### src/core/nstpf_pkg.sv
// constants and types shared by the status and time payload framer
package nstpf_pkg;
  // ---------------------------------------------------------------
  // packet identifiers and payload lengths in bytes
  // ---------------------------------------------------------------
  localparam logic [7:0] ID_EPOCH = 8'h15;
  localparam logic [7:0] ID_CALENDAR = 8'h16;
  localparam logic [7:0] ID_STATUS = 8'h17;
  localparam logic [7:0] ID_POS_SD = 8'h18;
  localparam logic [7:0] ID_VEL_SD = 8'h19;
  localparam logic [3:0] LEN_EPOCH = 4'h8;
  localparam logic [3:0] LEN_CALENDAR = 4'hE;
  localparam logic [3:0] LEN_STATUS = 4'h4;
  localparam logic [3:0] LEN_SD = 4'hC;
  localparam int PAYLOAD_MAX = 14;
  localparam int PAYLOAD_BITS = PAYLOAD_MAX * 8;

  // ---------------------------------------------------------------
  // filter word field positions
  // ---------------------------------------------------------------
  localparam int FW_INIT_LSB = 0;
  localparam int FW_FIX_LSB = 4;
  localparam int FW_EVENT_LSB = 7;
  localparam int FW_AID_LSB = 9;
  localparam logic [15:0] FILTER_RESET = 16'h0000;

  // ---------------------------------------------------------------
  // field limits
  // ---------------------------------------------------------------
  localparam logic [31:0] USEC_MAX = 32'h000F_423F;
  localparam logic [15:0] YEAR_DAY_MAX = 16'h016D;
  localparam logic [7:0] MONTH_MAX = 8'h0B;
  localparam logic [7:0] MDAY_MIN = 8'h01;
  localparam logic [7:0] MDAY_MAX = 8'h1F;
  localparam logic [7:0] WDAY_MAX = 8'h06;
  localparam logic [7:0] HOUR_MAX = 8'h17;
  localparam logic [7:0] MINSEC_MAX = 8'h3B;

  // ---------------------------------------------------------------
  // output buffer shape
  // ---------------------------------------------------------------
  localparam int FIFO_DEPTH = 8;
  localparam int FIFO_WIDTH = 9;

  typedef enum logic [2:0] {
    FIX_NONE = 3'h0, FIX_2D = 3'h1, FIX_3D = 3'h2, FIX_SBAS = 3'h3,
    FIX_DIFF = 3'h4, FIX_PPP = 3'h5, FIX_RTK_FLOAT = 3'h6, FIX_RTK_FIXED = 3'h7
  } nstpf_fix_t;

  typedef enum logic [1:0] {
    ST_IDLE = 2'h0,
    ST_SEND = 2'h1
  } nstpf_state_t;
endpackage

### src/core/nstpf_stream_if.sv
// byte stream carrier between framer and output buffer
`timescale 1ns/1ns
`default_nettype none
interface nstpf_stream_if #(parameter int W = 9);
  logic [W-1:0] data;
  logic valid;
  logic ready;
  modport src (output data, output valid, input ready);
  modport snk (input data, input valid, output ready);
endinterface
`default_nettype wire

### src/core/nstpf_fifo.sv
// parameterised valid/ready fifo
`timescale 1ns/1ns
`default_nettype none
module nstpf_fifo #(
  parameter int W = 9,
  parameter int D = 8
) (
  input wire logic clk_i,
  input wire logic rst_i,
  nstpf_stream_if.snk in_s,
  nstpf_stream_if.src out_s
);
  localparam int AW = $clog2(D);
  logic [W-1:0] mem [D];
  logic [AW-1:0] wr_ptr, rd_ptr, next_wr_ptr, next_rd_ptr;
  logic [AW:0] count, next_count;
  logic push, pop;

  // ---------------------------------------------------------------
  // flags and pointers
  // ---------------------------------------------------------------
  // count is one bit wider than the pointers so that a full buffer is told apart from an empty one
  assign in_s.ready = (count != (AW+1)'(D));
  assign out_s.valid = (count != '0);
  assign out_s.data = mem[rd_ptr];
  assign push = in_s.valid && in_s.ready;
  assign pop = out_s.valid && out_s.ready;

  always_comb begin
    next_wr_ptr = wr_ptr;
    next_rd_ptr = rd_ptr;
    next_count = count;
    if (push) begin
      next_wr_ptr = (wr_ptr == AW'(D - 1)) ? '0 : wr_ptr + 1'b1;
    end
    if (pop) begin
      next_rd_ptr = (rd_ptr == AW'(D - 1)) ? '0 : rd_ptr + 1'b1;
    end
    if (push && !pop) begin
      next_count = count + 1'b1;
    end else if (pop && !push) begin
      next_count = count - 1'b1;
    end
  end

  always_ff @(posedge clk_i) begin
    if (rst_i) begin
      wr_ptr <= '0;
      rd_ptr <= '0;
      count <= '0;
    end else begin
      wr_ptr <= next_wr_ptr;
      rd_ptr <= next_rd_ptr;
      count <= next_count;
    end
  end

  // storage has no reset; words are only read behind valid
  always_ff @(posedge clk_i) begin
    if (push) begin
      mem[wr_ptr] <= in_s.data;
    end
  end
endmodule
`default_nettype wire

### src/core/nstpf_framer.sv
// status, time and accuracy payload framer
`timescale 1ns/1ns
`default_nettype none
module nstpf_framer
  import nstpf_pkg::*;
(
  input wire logic SYS_CLK_I,
  input wire logic RST_I,
  input wire logic PKT_REQ_I,
  input wire logic [7:0] PKT_ID_I,
  input wire logic [3:0] FILTER_INIT_I,
  input wire logic [2:0] FIX_CODE_I,
  input wire logic [1:0] EVENT_I,
  input wire logic EVENT_CLR_I,
  input wire logic [6:0] AIDING_I,
  input wire logic [15:0] FAULT_I,
  input wire logic [31:0] UNIX_SEC_I,
  input wire logic [31:0] USEC_I,
  input wire logic [15:0] YEAR_I,
  input wire logic [15:0] YEAR_DAY_I,
  input wire logic [7:0] MONTH_I,
  input wire logic [7:0] MDAY_I,
  input wire logic [7:0] WDAY_I,
  input wire logic [7:0] HOUR_I,
  input wire logic [7:0] MINUTE_I,
  input wire logic [7:0] SECOND_I,
  input wire logic [95:0] POS_SD_I,
  input wire logic [95:0] VEL_SD_I,
  input wire logic TX_READY_I,
  output logic [7:0] TX_DATA_O,
  output logic TX_LAST_O,
  output logic TX_VALID_O,
  output logic [15:0] FILTER_WORD_O,
  output logic PKT_BUSY_O,
  output logic PKT_REJECT_O,
  output logic RANGE_ERR_O
);
  nstpf_state_t state, next_state;
  logic [PAYLOAD_BITS-1:0] payload, next_payload, build;
  logic [3:0] len, next_len, build_len;
  logic [3:0] idx, next_idx;
  logic [1:0] events, next_events;
  logic [15:0] filter_word, next_filter_word;
  logic reject, next_reject, range_err, next_range_err;
  logic known, accept, push, cal_bad;
  logic [31:0] usec_c;

  nstpf_stream_if #(.W(FIFO_WIDTH)) to_fifo ();
  nstpf_stream_if #(.W(FIFO_WIDTH)) from_fifo ();

  // ---------------------------------------------------------------
  // field conditioning
  // ---------------------------------------------------------------
  // clamp rather than wrap: a bad count must never roll into the seconds
  assign usec_c = (USEC_I > USEC_MAX) ? USEC_MAX : USEC_I;
  assign cal_bad = (YEAR_DAY_I > YEAR_DAY_MAX) || (MONTH_I > MONTH_MAX) ||
                   (MDAY_I < MDAY_MIN) || (MDAY_I > MDAY_MAX) || (WDAY_I > WDAY_MAX) ||
                   (HOUR_I > HOUR_MAX) || (MINUTE_I > MINSEC_MAX) || (SECOND_I > MINSEC_MAX);

  // ---------------------------------------------------------------
  // payload assembly, byte k at bits 8k+7:8k
  // ---------------------------------------------------------------
  always_comb begin
    build = '0;
    build_len = LEN_EPOCH;
    known = 1'b1;
    unique case (PKT_ID_I)
      ID_EPOCH: begin
        build = {48'h0, usec_c, UNIX_SEC_I};
      end
      ID_CALENDAR: begin
        build = {SECOND_I, MINUTE_I, HOUR_I, WDAY_I, MDAY_I, MONTH_I,
                 YEAR_DAY_I, YEAR_I, usec_c};
        build_len = LEN_CALENDAR;
      end
      ID_STATUS: begin
        build = {80'h0, filter_word, FAULT_I};
        build_len = LEN_STATUS;
      end
      ID_POS_SD: begin
        build = {16'h0, POS_SD_I};
        build_len = LEN_SD;
      end
      ID_VEL_SD: begin
        build = {16'h0, VEL_SD_I};
        build_len = LEN_SD;
      end
      default: begin
        known = 1'b0;
      end
    endcase
  end

  // ---------------------------------------------------------------
  // filter word and sticky events
  // ---------------------------------------------------------------
  always_comb begin
    // set wins over clear so an event in the clear cycle survives
    next_events = (EVENT_CLR_I ? 2'h0 : events) | EVENT_I;
    next_filter_word = {AIDING_I, events, FIX_CODE_I, FILTER_INIT_I};
  end

  // ---------------------------------------------------------------
  // request and send sequencer
  // ---------------------------------------------------------------
  assign accept = (state == ST_IDLE) && PKT_REQ_I && known;
  assign push = (state == ST_SEND) && to_fifo.ready;
  assign to_fifo.valid = (state == ST_SEND);
  assign to_fifo.data = {idx == len - 4'h1, payload[idx*8 +: 8]};

  always_comb begin
    next_state = state;
    next_payload = payload;
    next_len = len;
    next_idx = idx;
    next_reject = 1'b0;
    next_range_err = range_err;
    unique case (state)
      ST_IDLE: begin
        // requests while busy are dropped; the caller watches the busy flag
        if (PKT_REQ_I) begin
          next_reject = !known;
        end
        if (accept) begin
          next_state = ST_SEND;
          next_payload = build;
          next_len = build_len;
          next_idx = 4'h0;
          if (PKT_ID_I == ID_CALENDAR) begin
            next_range_err = cal_bad;
          end
        end
      end
      ST_SEND: begin
        if (push) begin
          next_idx = idx + 4'h1;
          if (idx == len - 4'h1) begin
            next_state = ST_IDLE;
          end
        end
      end
    endcase
  end

  always_ff @(posedge SYS_CLK_I) begin
    if (RST_I) begin
      state <= ST_IDLE;
      payload <= '0;
      len <= 4'h0;
      idx <= 4'h0;
      events <= 2'h0;
      filter_word <= FILTER_RESET;
      reject <= 1'b0;
      range_err <= 1'b0;
    end else begin
      state <= next_state;
      payload <= next_payload;
      len <= next_len;
      idx <= next_idx;
      events <= next_events;
      filter_word <= next_filter_word;
      reject <= next_reject;
      range_err <= next_range_err;
    end
  end

  // ---------------------------------------------------------------
  // output buffer
  // ---------------------------------------------------------------
  nstpf_fifo #(.W(FIFO_WIDTH), .D(FIFO_DEPTH)) u_fifo (
    .clk_i(SYS_CLK_I),
    .rst_i(RST_I),
    .in_s(to_fifo),
    .out_s(from_fifo)
  );

  assign from_fifo.ready = TX_READY_I;
  assign TX_VALID_O = from_fifo.valid;
  assign TX_DATA_O = from_fifo.data[7:0];
  assign TX_LAST_O = from_fifo.data[8];
  assign FILTER_WORD_O = filter_word;
  assign PKT_BUSY_O = (state != ST_IDLE);
  assign PKT_REJECT_O = reject;
  assign RANGE_ERR_O = range_err;
endmodule
`default_nettype wire

### config.mk
export PLATFORM = sky130hd
export DESIGN_NAME = nstpf_framer
export DESIGN_NICKNAME = d
export VERILOG_FILES = /design/src/core/nstpf_pkg.sv /design/src/core/nstpf_stream_if.sv /design/src/core/nstpf_fifo.sv /design/src/core/nstpf_framer.sv
export SDC_FILE = /design/constraint.sdc
export NUM_CORES = 1
export LEC_CHECK = 0
export ABC_CLOCK_PERIOD_IN_PS = 3150
export BUFFER_PORTS_ARGS = -buffer_cell sky130_fd_sc_hd__buf_2
export CAP_MARGIN = 5
export CORE_AREA = 2 2 158 160
export DETAILED_ROUTE_END_ITERATION = 8
export DIE_AREA = 0 0 160 162
export GPL_TIMING_DRIVEN = 0
export PLACE_DENSITY_LB_ADDON = 0.12
export SYNTH_ARGS = -nofsm -noshare
export SYNTH_HDL_FRONTEND = slang
export SYNTH_SLANG_ARGS = --single-unit
### constraint.sdc
create_clock -name SYS_CLK_I -period 3.15 [get_ports SYS_CLK_I]
set_input_delay 0.945 -clock SYS_CLK_I [delete_from_list [all_inputs] [get_ports SYS_CLK_I]]
set_output_delay 0.945 -clock SYS_CLK_I [all_outputs]
set_load 0.01 [all_outputs]
# --- Yosys cells after proc, flatten, opt, wreduce, memory -nomap -nowiden ---
# Memories as Yosys holds them, arrays and structs flattened. A register that Yosys moved wholly into a read port is not among the register bits.
# Index checks and enable logic that the tools add are counted.
word_totals:
  latchBits: 0
  regBits: 152
  out_inout_bits: 29
  in_bits: 381
  ram_bits: 72
  mem_count: 1
  mem_bits_ro: 0
op_classes:
  mux: 20
  n_div: 0
  reduce_logical: 27
  shifts: 1
  eq_ne: 13
  multipliers: 0
  n_lt_le_gt_ge: 9
  n_bitwise: 3
  add_sub_neg: 6
memory_table:
  columns: ["memory", "words", "width", "rd", "rd_clocked_by_memory_dff", "wr", "line_no", "text"]
  rows:
  - ["u_fifo.mem", 8, 9, 1, 1, 1, "nstpf_fifo.sv:14", "logic [W-1:0] mem [D];"]
ops:
  columns: ["cell", "count"]
  rows:
  - ["one-hot mux 112 bit (5 select lines)", 1]
  - ["indexed part select 112 x 8 -> 8 bit", 1]
  - ["== test 8 x 5 -> 1 bit, second input constant", 5]
  - ["greater-than comparator 32 x 20 -> 1 bit, second input constant", 1]
  - ["2-to-1 mux 32 bit", 1]
  - ["greater-than comparator 16 x 9 -> 1 bit, second input constant", 1]
  - ["greater-than comparator 8 x 5 -> 1 bit, second input constant", 2]
  - ["greater-than comparator 8 x 6 -> 1 bit, second input constant", 2]
  - ["2-to-1 mux 4 bit", 4]
  - ["2-to-1 mux 3 bit", 4]
  - ["one-hot mux 4 bit (3 select lines)", 1]
  - ["adder 4 x 1 -> 4 bit, second input constant", 2]
  - ["greater-than comparator 8 x 3 -> 1 bit, second input constant", 1]
  - ["greater-than comparator 8 x 4 -> 1 bit, second input constant", 1]
  - ["< comparator 8 x 1 -> 1 bit, second input constant", 1]
  - ["2-to-1 mux 2 bit", 4]
  - ["one-hot mux 4 bit (2 select lines)", 1]
  - ["subtractor 4 x 1 -> 4 bit, second input constant", 2]
  - ["logical OR 1 bit", 7]
  - ["adder 3 x 1 -> 3 bit, second input constant", 2]
  - ["== test 3 bit, second input constant", 2]
  - ["logical AND 1 bit", 6]
  - ["AND reduction 3 bit", 2]
  - ["OR reduction 5 bit", 1]
  - ["16 further kinds", 24]

# --- Depth between registers and ports, before layout ---
# Gate-level depths: netlist of the first run.
depth:
  word_depth: 8
  depth_mapped: 12

# --- Modules after synthesis ---
# A second synthesis of the first run with hierarchy kept.
unflattened:
  hier_cells: 1077
  area_unflattened_um2: 11350.9
modules_own_cells:
  columns: ["module", "cells_per_inst", "area_per_inst_um2", "instances"]
  rows:
  - ["nstpf_framer", 898, 7920.1, 1]
  - ["nstpf_fifo", 179, 3430.8, 1]

# --- Least setup slack after synthesis of the first run ---
# Ideal clock, no wire load.
synth_timing:
  path_kind: "reg-to-reg"
  from: "register u_fifo.count[0]"
  to: "register u_fifo.count[3]"
  stages_incl_launch_ff: 13
  n_path_buf: 1
  setup_ns: 0.070
  arrival_ns: 2.575
  period_less_slack_ns: 2.646
  path_slack_ns: 0.504
  required_time_ns: 3.080
  path_cell_list: "dfxtp_1 > nor4b_1 > nand2b_1 > buf_2 > clkinv_1 > ha_1 > inv_1 > ha_1 > a21o_1 > a21oi_1 > xnor2_1 > or3_1 > a21oi_1"
synth_between:
  elab_chain_cells: 5
  word_cells_on_any_way: 13
  cone_classes: "add/sub: 2; eq/ne: 1; mux: 2; reduce/logical: 8"
synth_rtl:
  columns: ["item", "line_no", "text"]
  rows:
  - ["start: declaration", "nstpf_fifo.sv:16", "logic [AW:0] count, next_count;"]
  - ["start signal: assignment", "nstpf_fifo.sv:54", "count <= next_count;"]
  - ["inequality test 4 bit *", "nstpf_fifo.sv:23", "assign in_s.ready = (count != (AW+1)'(D));"]
  - ["logical AND 1 bit *", null, null]
  - ["named net push", "nstpf_framer.sv:45", "logic known, accept, push, cal_bad;"]
  - ["zero test 1 bit", "nstpf_fifo.sv:41", "end else if (pop && !push) begin"]
  - ["logical AND 1 bit", "nstpf_fifo.sv:41", null]
  - ["nonzero test 2 bit (no line)", null, null]
# The timed path passes the listed nets; every way through them passes the cells marked *. The select of a mux whose other input is x is not followed.
# A chain may end at the register's enable or synchronous reset.

==> results summary, run 1 <==
The data required time at the worst endpoint came out at between 2 and 2.5 ns. The critical path startpoint category is a flip-flop. The fraction of registers with async set/reset came out at 0. The areal power density over the cells came out at 491 mW/mm^2. For this configuration, the core starts out at a cell density of 0.478. The global-route wire length before repair came out at 65,500 microns.

The leakage component of the power is 5.80 nW. The net count reported at finish is 1,908. The number of distinct library cells after synthesis came out at 63. The time the worst path needs with I/O delays and setup is between 3 and 4 ns. The post-synthesis register bit count came out at ~230. The DRC marker count from the first detailed-route iteration came out at 1,225. In the final routed layout, each cell accounts on average for about 24 microns. The detail route stage leaves a number of antenna-violating nets equal to 0. The critical path is of the reg -> out type.

The initial antenna violation count is 5. The final count of hold timing violations was 0. By count the netlist is led by 153 x dfxtp_1, 99 x nor2_1, 83 x a221oi_1.

The routability-driven placement congestion ratio came out at 0.959. The pre-CTS setup slack is -0.427 ns. The clock transition at the register clock pins on the worst setup and hold paths after CTS is 0.06 ns.

The later pin in the worst-skew pair is clocked with a latency of 0.53 ns. The I/O pin count is 410. A synthesized cell averages about 11 sq um.

The number of buffers created by CTS came out at 24. The number of synthesis warnings came out at 0. The H-tree depth reported by CTS is 1.

The worst max-slew margin expressed relative to the limit is 0.146. After global routing the overflow that remains totals 0. The maximum frequency from static timing analysis is 0.331 GHz. dfxtp_1 takes more of the synthesized area than any other cell.

Among all cell types in the netlist, the one instantiated most often is dfxtp_1. On the final layout, the worst hold slack is 0.474 ns. The number of clock sinks seen by CTS came out at 225. The worst flop-to-flop path endpoint is u_fifo.count[3]. The run finished with clean final reports.

The maximum number of pins on one net before global-route repair came out at 15. The final standard cell count with taps included and fillers excluded is 1,864. By area the synthesized netlist is led by dfxtp_1 27%, edfxtp_1 19%, mux4_2 7.4%, mux2_2 6.9%, a221oi_1 6.3%. The design draws roughly 7.3 mW.

The count of pins over their slew limit is 0. The final number of setup-violating endpoints is 0. The post-route worst setup slack came out at 0.126 ns.

Row generation in the floorplan step produced between 50 and 60 rows. The region available for standard cell placement spans ~0.024 sq mm. Setup repair after global routing left no endpoint under its margin. The number of cells traversed by the worst register-to-register path is 12. At the end of the flow the core is filled with cells to 0.621. For this run, the leading register cell type out of synthesis is dfxtp_1.

The worst register-to-register path begins at u_fifo.count[0]. IR analysis of the VDD net gives a maximum drop of 0.334 mV. The worst reg-to-reg setup slack is 0.24 ns. Summed over all layers, the routed wires come to 44,800 microns. The CTS tree is yes. The cell at the root of the clock tree is clkbuf_16.

The synthesized netlist occupies a cell area of 0.0115 sq mm. For the pin with the worst max-slew slack, the measured transition is ~1.3 ns. The first-pass iteration count of the detailed router is 6. The cts-stage hold buffer count is 0. Of the post-synthesis cell area, the dominant cell type holds 0.266. In this run, synthesis inferred 72 flip-flops with an integrated enable. In this run the tool buffered the top-level ports with just over 400 buffer cells.

The via count of the first global-routing pass was 11,114. The die is 162 microns tall. The critical path ends at TX_DATA_O[7]. The post-detailed-placement half-perimeter wirelength is 35,900 microns.

After detailed routing, the number of vias per cell comes to 5.99. The number of max-cap violations is 0. Of the available clock period, the critical path in the final layout requires 0.960. For this run, the total global-route usage over all layers was measured as 0.334. The area growth from synthesis to layout is 29.8%. The net count of the mapped netlist came out at ~1,500. Of the synthesized area, sequential elements account for 0.453.

The largest clock skew in the final design is 0.0132 ns. The gate count of the mapped netlist came out at 1,074. The worst min-delay path category is reg -> reg.

The full die area is approximately 0.026 sq mm. The number of instances in the placed design is 1,809. The die width is 160 microns. The worst setup path is captured at an output pin. At the worst endpoint, the arrival time is 2.08 ns.

The number of design rule violations left after detail routing came out at 0. The critical-path maximum fanout is 10. The largest buffer count on any clock path is 3. In the final layout, the share of cells above drive strength 1 is 0.404. The detailed router placed ~11,000 vias in this run.
## kinds of logic (layout without fill, tap and decap cells)
group                      after synthesis  count (layout)  share of synthesized area
and+or+nand+nor                        294             294                      0.125
AOI/OAI and AO/OA                      291             291                      0.196
DFF                                    225             225                      0.453
muxes                                  132             132                      0.164
buffers and inverters                  113             574                     0.0437
adders and majority gates               10              10                     0.0115
xor gates and xnor gates                 9               9                    0.00684
other                                    0               5                          0
## state kept, by name (all words and copies together), names as in the netlist, named ones only
name           flops
u_fifo.mem        72
PKT_REJECT_O       1
payload          112
RANGE_ERR_O        1
u_fifo.rd_ptr      3
events             2
u_fifo.count       4
FILTER_WORD_O     16
len                3
state              1
idx                4
u_fifo.wr_ptr      3
## cells in the final DEF (no fill, tap or decap), drive strengths merged, types with 6 or more instances in the layout
master,instances
nor2,101
a221oi,83
ha,9
o31ai,15
nand3,10
o2bb2ai,10
nor3,64
a22o,63
mux2,71
clkbuf,95
nor2b,18
o21ai,31
nand2,50
a211oi,11
edfxtp,72
clkinv,6
o22ai,8
or3,10
mux4,38
inv,11
nor4,12
a21oi,29
a222oi,6
a22oi,9
nand2b,7
dfxtp,153
mux2i,23
buf,456
## worst max-delay path: stages, from the launching register on
cell and delay [ns]:
dfxtp_2 0.46, clkbuf_2 0.33, mux4_2 0.36, mux2_2 0.27, buf_2 0.14
## area by class of cell
cell class,instances,area [sq um]
sequential,225,5230
inverter,12,48.8
clock buffer,33,674
buffer,100,482
antenna,5,12.5
fill,2127,9140
clock inverter,11,145
multi-input combinational,736,5850
timing repair buffer,418,2130
tap,324,405
## power by group
part,total [mW],internal [mW],switching [mW]
combinational,1.29,0.677,0.612
clock,2.94,1.75,1.20
sequential,3.11,3.04,0.0709
total,7.35,5.47,1.88
## metal layers
metal,share of wire,global-route usage,vias to the layer above
met4,0.043,0.138,0
met5,0,0,-
met2,0.48,0.568,632
met3,0.089,0.0585,107
met1,0.38,0.423,5322
li1,-,-,5113
## how the worst min path moves through the flow
stage / startpoint / endpoint / slack, ns / cells after the start
4_1_cts: payload[32] / payload[32] / 0.47 / 1
3_5_place_dp: payload[32] / payload[32] / 0.45 / 1
5_1_grt: payload[37] / payload[37] / 0.48 / 1
3_3_place_gp: payload[32] / payload[32] / 0.44 / 1
6_report: payload[106] / payload[106] / 0.47 / 1
2_1_floorplan: payload[32] / payload[32] / 0.43 / 1
## repair_timing
action / in CTS / in global routing
resized for setup: 8 / 5
endpoints found under the setup margin: 10 / 10
buffers inserted: 0 / 5
## stage by stage
step	instance area, sq um	TNS [ns]
2_1_floorplan	11500	0
6_report	15000	0
3_3_place_gp	14000	-13.03
5_1_grt	15000	0
3_5_place_dp	14000	-14.83
4_1_cts	14800	0
Note: power is estimated with default switching activity, not from simulation.
==> run 2, diff against run 1 <==
--- a/config.mk
+++ b/config.mk
@@ -8,11 +8,15 @@
 export ABC_CLOCK_PERIOD_IN_PS = 3150
 export BUFFER_PORTS_ARGS = -buffer_cell sky130_fd_sc_hd__buf_2
 export CAP_MARGIN = 5
-export CORE_AREA = 2 2 158 160
+export CELL_PAD_IN_SITES_DETAIL_PLACEMENT = 1
+export CELL_PAD_IN_SITES_GLOBAL_PLACEMENT = 1
+export CORE_AREA = 2 2 186 169
 export DETAILED_ROUTE_END_ITERATION = 8
-export DIE_AREA = 0 0 160 162
+export DIE_AREA = 0 0 188 171
 export GPL_TIMING_DRIVEN = 0
 export PLACE_DENSITY_LB_ADDON = 0.12
+export SLEW_MARGIN = 20
 export SYNTH_ARGS = -nofsm -noshare
 export SYNTH_HDL_FRONTEND = slang
+export SYNTH_HIERARCHICAL = 1
 export SYNTH_SLANG_ARGS = --single-unit
==> results summary, run 2 <==
The run finished with clean final reports. The data arrival time of the critical path is 2.14 ns. The number of distinct library cells after synthesis came out at 59. The synthesized design contains 72 enable-type register cells.

The cell with the most instances after synthesis is dfxtp_1. The via count came out at 11,076. The cell at the root of the clock tree is clkbuf_16.

Among all flip-flop cells after synthesis, the most frequent one is dfxtp_1. After detailed routing, the total wire length is 50,400 microns. The net count reported at finish is 1,907. The number of synthesis warnings is 6. Counting flops with an async set or reset pin after synthesis yields a share of 0. At the placement stage, the worst setup path has a slack of -0.587 ns. TritonCTS built the clock tree. For this run, the detailed router's first-pass iteration total came to 5.

The die width is approximately 190 microns. After detailed routing, the average wire length per cell comes to 25.8 microns. The remaining antenna violation count after routing is 0. The count of buffers from port buffering is 409.

The via count of the first global-routing pass came out at 11,714. The critical path startpoint category is a flip-flop. The routability-driven placement congestion ratio came out at 1.00. The worst IR drop on VDD came out at 0.450 mV. The area growth from synthesis to layout came out at 31.0%. Of the synthesized area, sequential elements account for 0.460. Setup total negative slack on the finished layout was measured at 0 ns. Once layout is complete, the utilization of the core stands at 0.488.

The worst hold path belongs to the class reg -> reg. The HPWL after detailed placement is a little over 40,000 microns. The total global-route track usage is 0.306. The number of instances in the placed design came out at between 1,500 and 2,000. Dividing the final minimum period by the clock period gives 0.978. The initial antenna violation count came to 8. The I/O pin count is 410. Leaving out filler cells and counting taps, the final layout contains 1,954. The data required time at the worst endpoint came out at 2.20 ns.

The final count of hold timing violations is 0. The critical-path maximum fanout is 10. The final number of setup-violating endpoints came out at 0.

Leaving out fill and tap cells, the most frequent cell in the layout is buf_2. The clock passes through at most 3 buffers. The register with the most flip-flops in the final layout is payload. The time the worst path needs with I/O delays and setup came out at slightly above 3 ns. The slowest stage cell on the critical path is mux4_1. The placeable core area is 0.0305 sq mm. The synthesized area divided by synthesized cell count is 10.5 sq um. The cell type with the largest total area after synthesis is dfxtp_1. Based on the critical path, the design can be clocked at up to roughly 0.32 GHz.

The clock latency at the later pin of the worst-skew pair is 0.54 ns. The net count of the mapped netlist came out at 1,468. The cell area after synthesis is 0.0114 sq mm. The highest cell delay on the worst timing path is roughly 0.58 ns. The initial core utilization is 0.373.

The H-tree depth reported by CTS came out at 1. The largest clock skew in the final design is approximately 0.018 ns. The analysis attributes to cell leakage a power of 5.78 nW. After clock tree synthesis, the clock-pin slew on the worst setup and hold paths is about 0.06 ns.

Synthesis produced 1,077 cells. The DRC marker count from the first detailed-route iteration came out at 799. For this run, design rule violations remaining after detail routing come to 0.

The number of max-cap violations came out at 0. The number of clock sinks seen by CTS is 225. In the post-synthesis netlist, the biggest area contributors are dfxtp_1 27%, edfxtp_1 19%, mux4_1 4.2%, a211oi_1 4.0%, mux4_2 4.0%. Summed over all layers, the global routing overflow is 0. The worst setup path is of the reg -> out kind. The worst setup path is captured at an output pin.

The global-route wire length before repair is 72,500 microns. The worst max-slew margin expressed relative to the limit is 0.320. The share of synthesized area in the top cell type comes to 0.270. The commonest cells after synthesis are 153 x dfxtp_1, 113 x nor2_1, 72 x edfxtp_1. The die covers around 0.032 sq mm. The fraction of layout cells with a size suffix above 1 came out at 0.370.

The number of buffers created by CTS is 26. From bottom edge to top edge, the die measures 171 microns. Leaving out fill and tap cells, the most frequent cells in the layout are 438 x buf_2, 152 x dfxtp_1, 113 x nor2_1.

Walking the worst path, the cells encountered are buf_6 -> buf_12 -> mux4_1 -> mux2_2 -> buf_2. The via-per-instance ratio came out at about 5.7. The flip-flop count of the largest register, all copies and words added came out at 112.

The post-route worst setup slack came out at between 0.06 and 0.07 ns. The number of placement rows is 61. After synthesis the netlist holds a flip-flop and latch count of 225. The maximum number of pins on one net before global-route repair came out at 14.

The transition time at the pin with the least slew margin is 1.02 ns. Setup repair after global routing left no endpoint under its margin. The worst-case hold slack is 0.475 ns. For this design the ratio of total power to cell area is 491 mW/mm^2. The count of pins over their slew limit is 0.
-- run 2: changes by cell type after synthesis, sizes merged, moves of 11 or more --
cell	delta
a22oi	+40
nor3	-22
a21oi	+29
nor2	+13
a31oi	+11
a211oi	+50
a221oi	-61
mux2i	+18
mux2	-39
nand2	-12
a22o	-28
-- run 2: report_power, final --
group	internal, mW	switching [mW]	total, mW
sequential	3.04	0.0637	3.10
clock	1.84	1.26	3.11
combinational	0.561	0.539	1.10
total	5.44	1.86	7.31
-- run 2: worst max-delay path, delay by kind of cell, from the launching register on --
| family | cells | cell delay (ns) |
|---|---|---|
| flops | 1 | 0.33 |
| mux | 2 | 0.87 |
| buf+inv | 3 | 0.40 |
-- run 2: through the flow --
| step | cell area (sq um) | total power, mW |
|---|---|---|
| after floorplan | 11400 | 3.72 |
| after global placement | 13900 | 4.20 |
| after detailed placement | 13900 | 4.23 |
| after CTS | 14800 | 7.33 |
| after global routing | 14900 | 7.56 |
| final | 14900 | 7.31 |
-- run 2: cell type report --
class,instances,area [sq um]
Antenna cell,9,22.5
Buffer,94,443
Clock buffer,34,711
Clock inverter,14,166
Fill cell,3584,15600
Inverter,16,60.1
Multi-Input combinational cell,741,5660
Sequential cell,225,5230
Tap cell,409,512
Timing Repair Buffer,412,2070
-- run 2: path summary, 6_finish.rpt --
kind         slack [ns]    startpoint                to  cells after the start
max                0.07     flip-flop      TX_DATA_O[3]                      5
min                0.48  payload[102]      payload[102]                      1
max reg2reg        0.22        idx[0]  u_fifo/mem[4][5]                      7
min reg2reg        0.48  payload[102]      payload[102]                      1
-- run 2: per-layer routing --
| layer | global-route usage | up-vias | routed length (microns) |
|---|---|---|---|
| met4 | 0.111 | 0 | 1660 |
| met5 | 0 | - | 0 |
| li1 | - | 5097 | - |
| met2 | 0.523 | 458 | 24400 |
| met1 | 0.390 | 5444 | 20800 |
| met3 | 0.0513 | 77 | 3540 |
-- run 2: timing repair --
action / CTS / global route
endpoints found under the setup margin: 68 / 60
gates resized for setup: 8 / 9
buffers inserted: 2 / 0
hold buffers: 0 / 0
-- run 2: cells by family (layout without fill, tap and decap cells) --
logic type               after synthesis  after routing  synth area share
multiplexers                         111            111             0.149
other                                  0              9                 0
XOR/XNOR                               8              8           0.00617
buffers and inverters                111            570            0.0433
flip-flops                           225            225             0.460
AND/OR/NAND/NOR                      275            275             0.119
AO/OA/AOI/OAI                        337            337             0.210
adder cells (fa/ha/maj)               10             10            0.0117
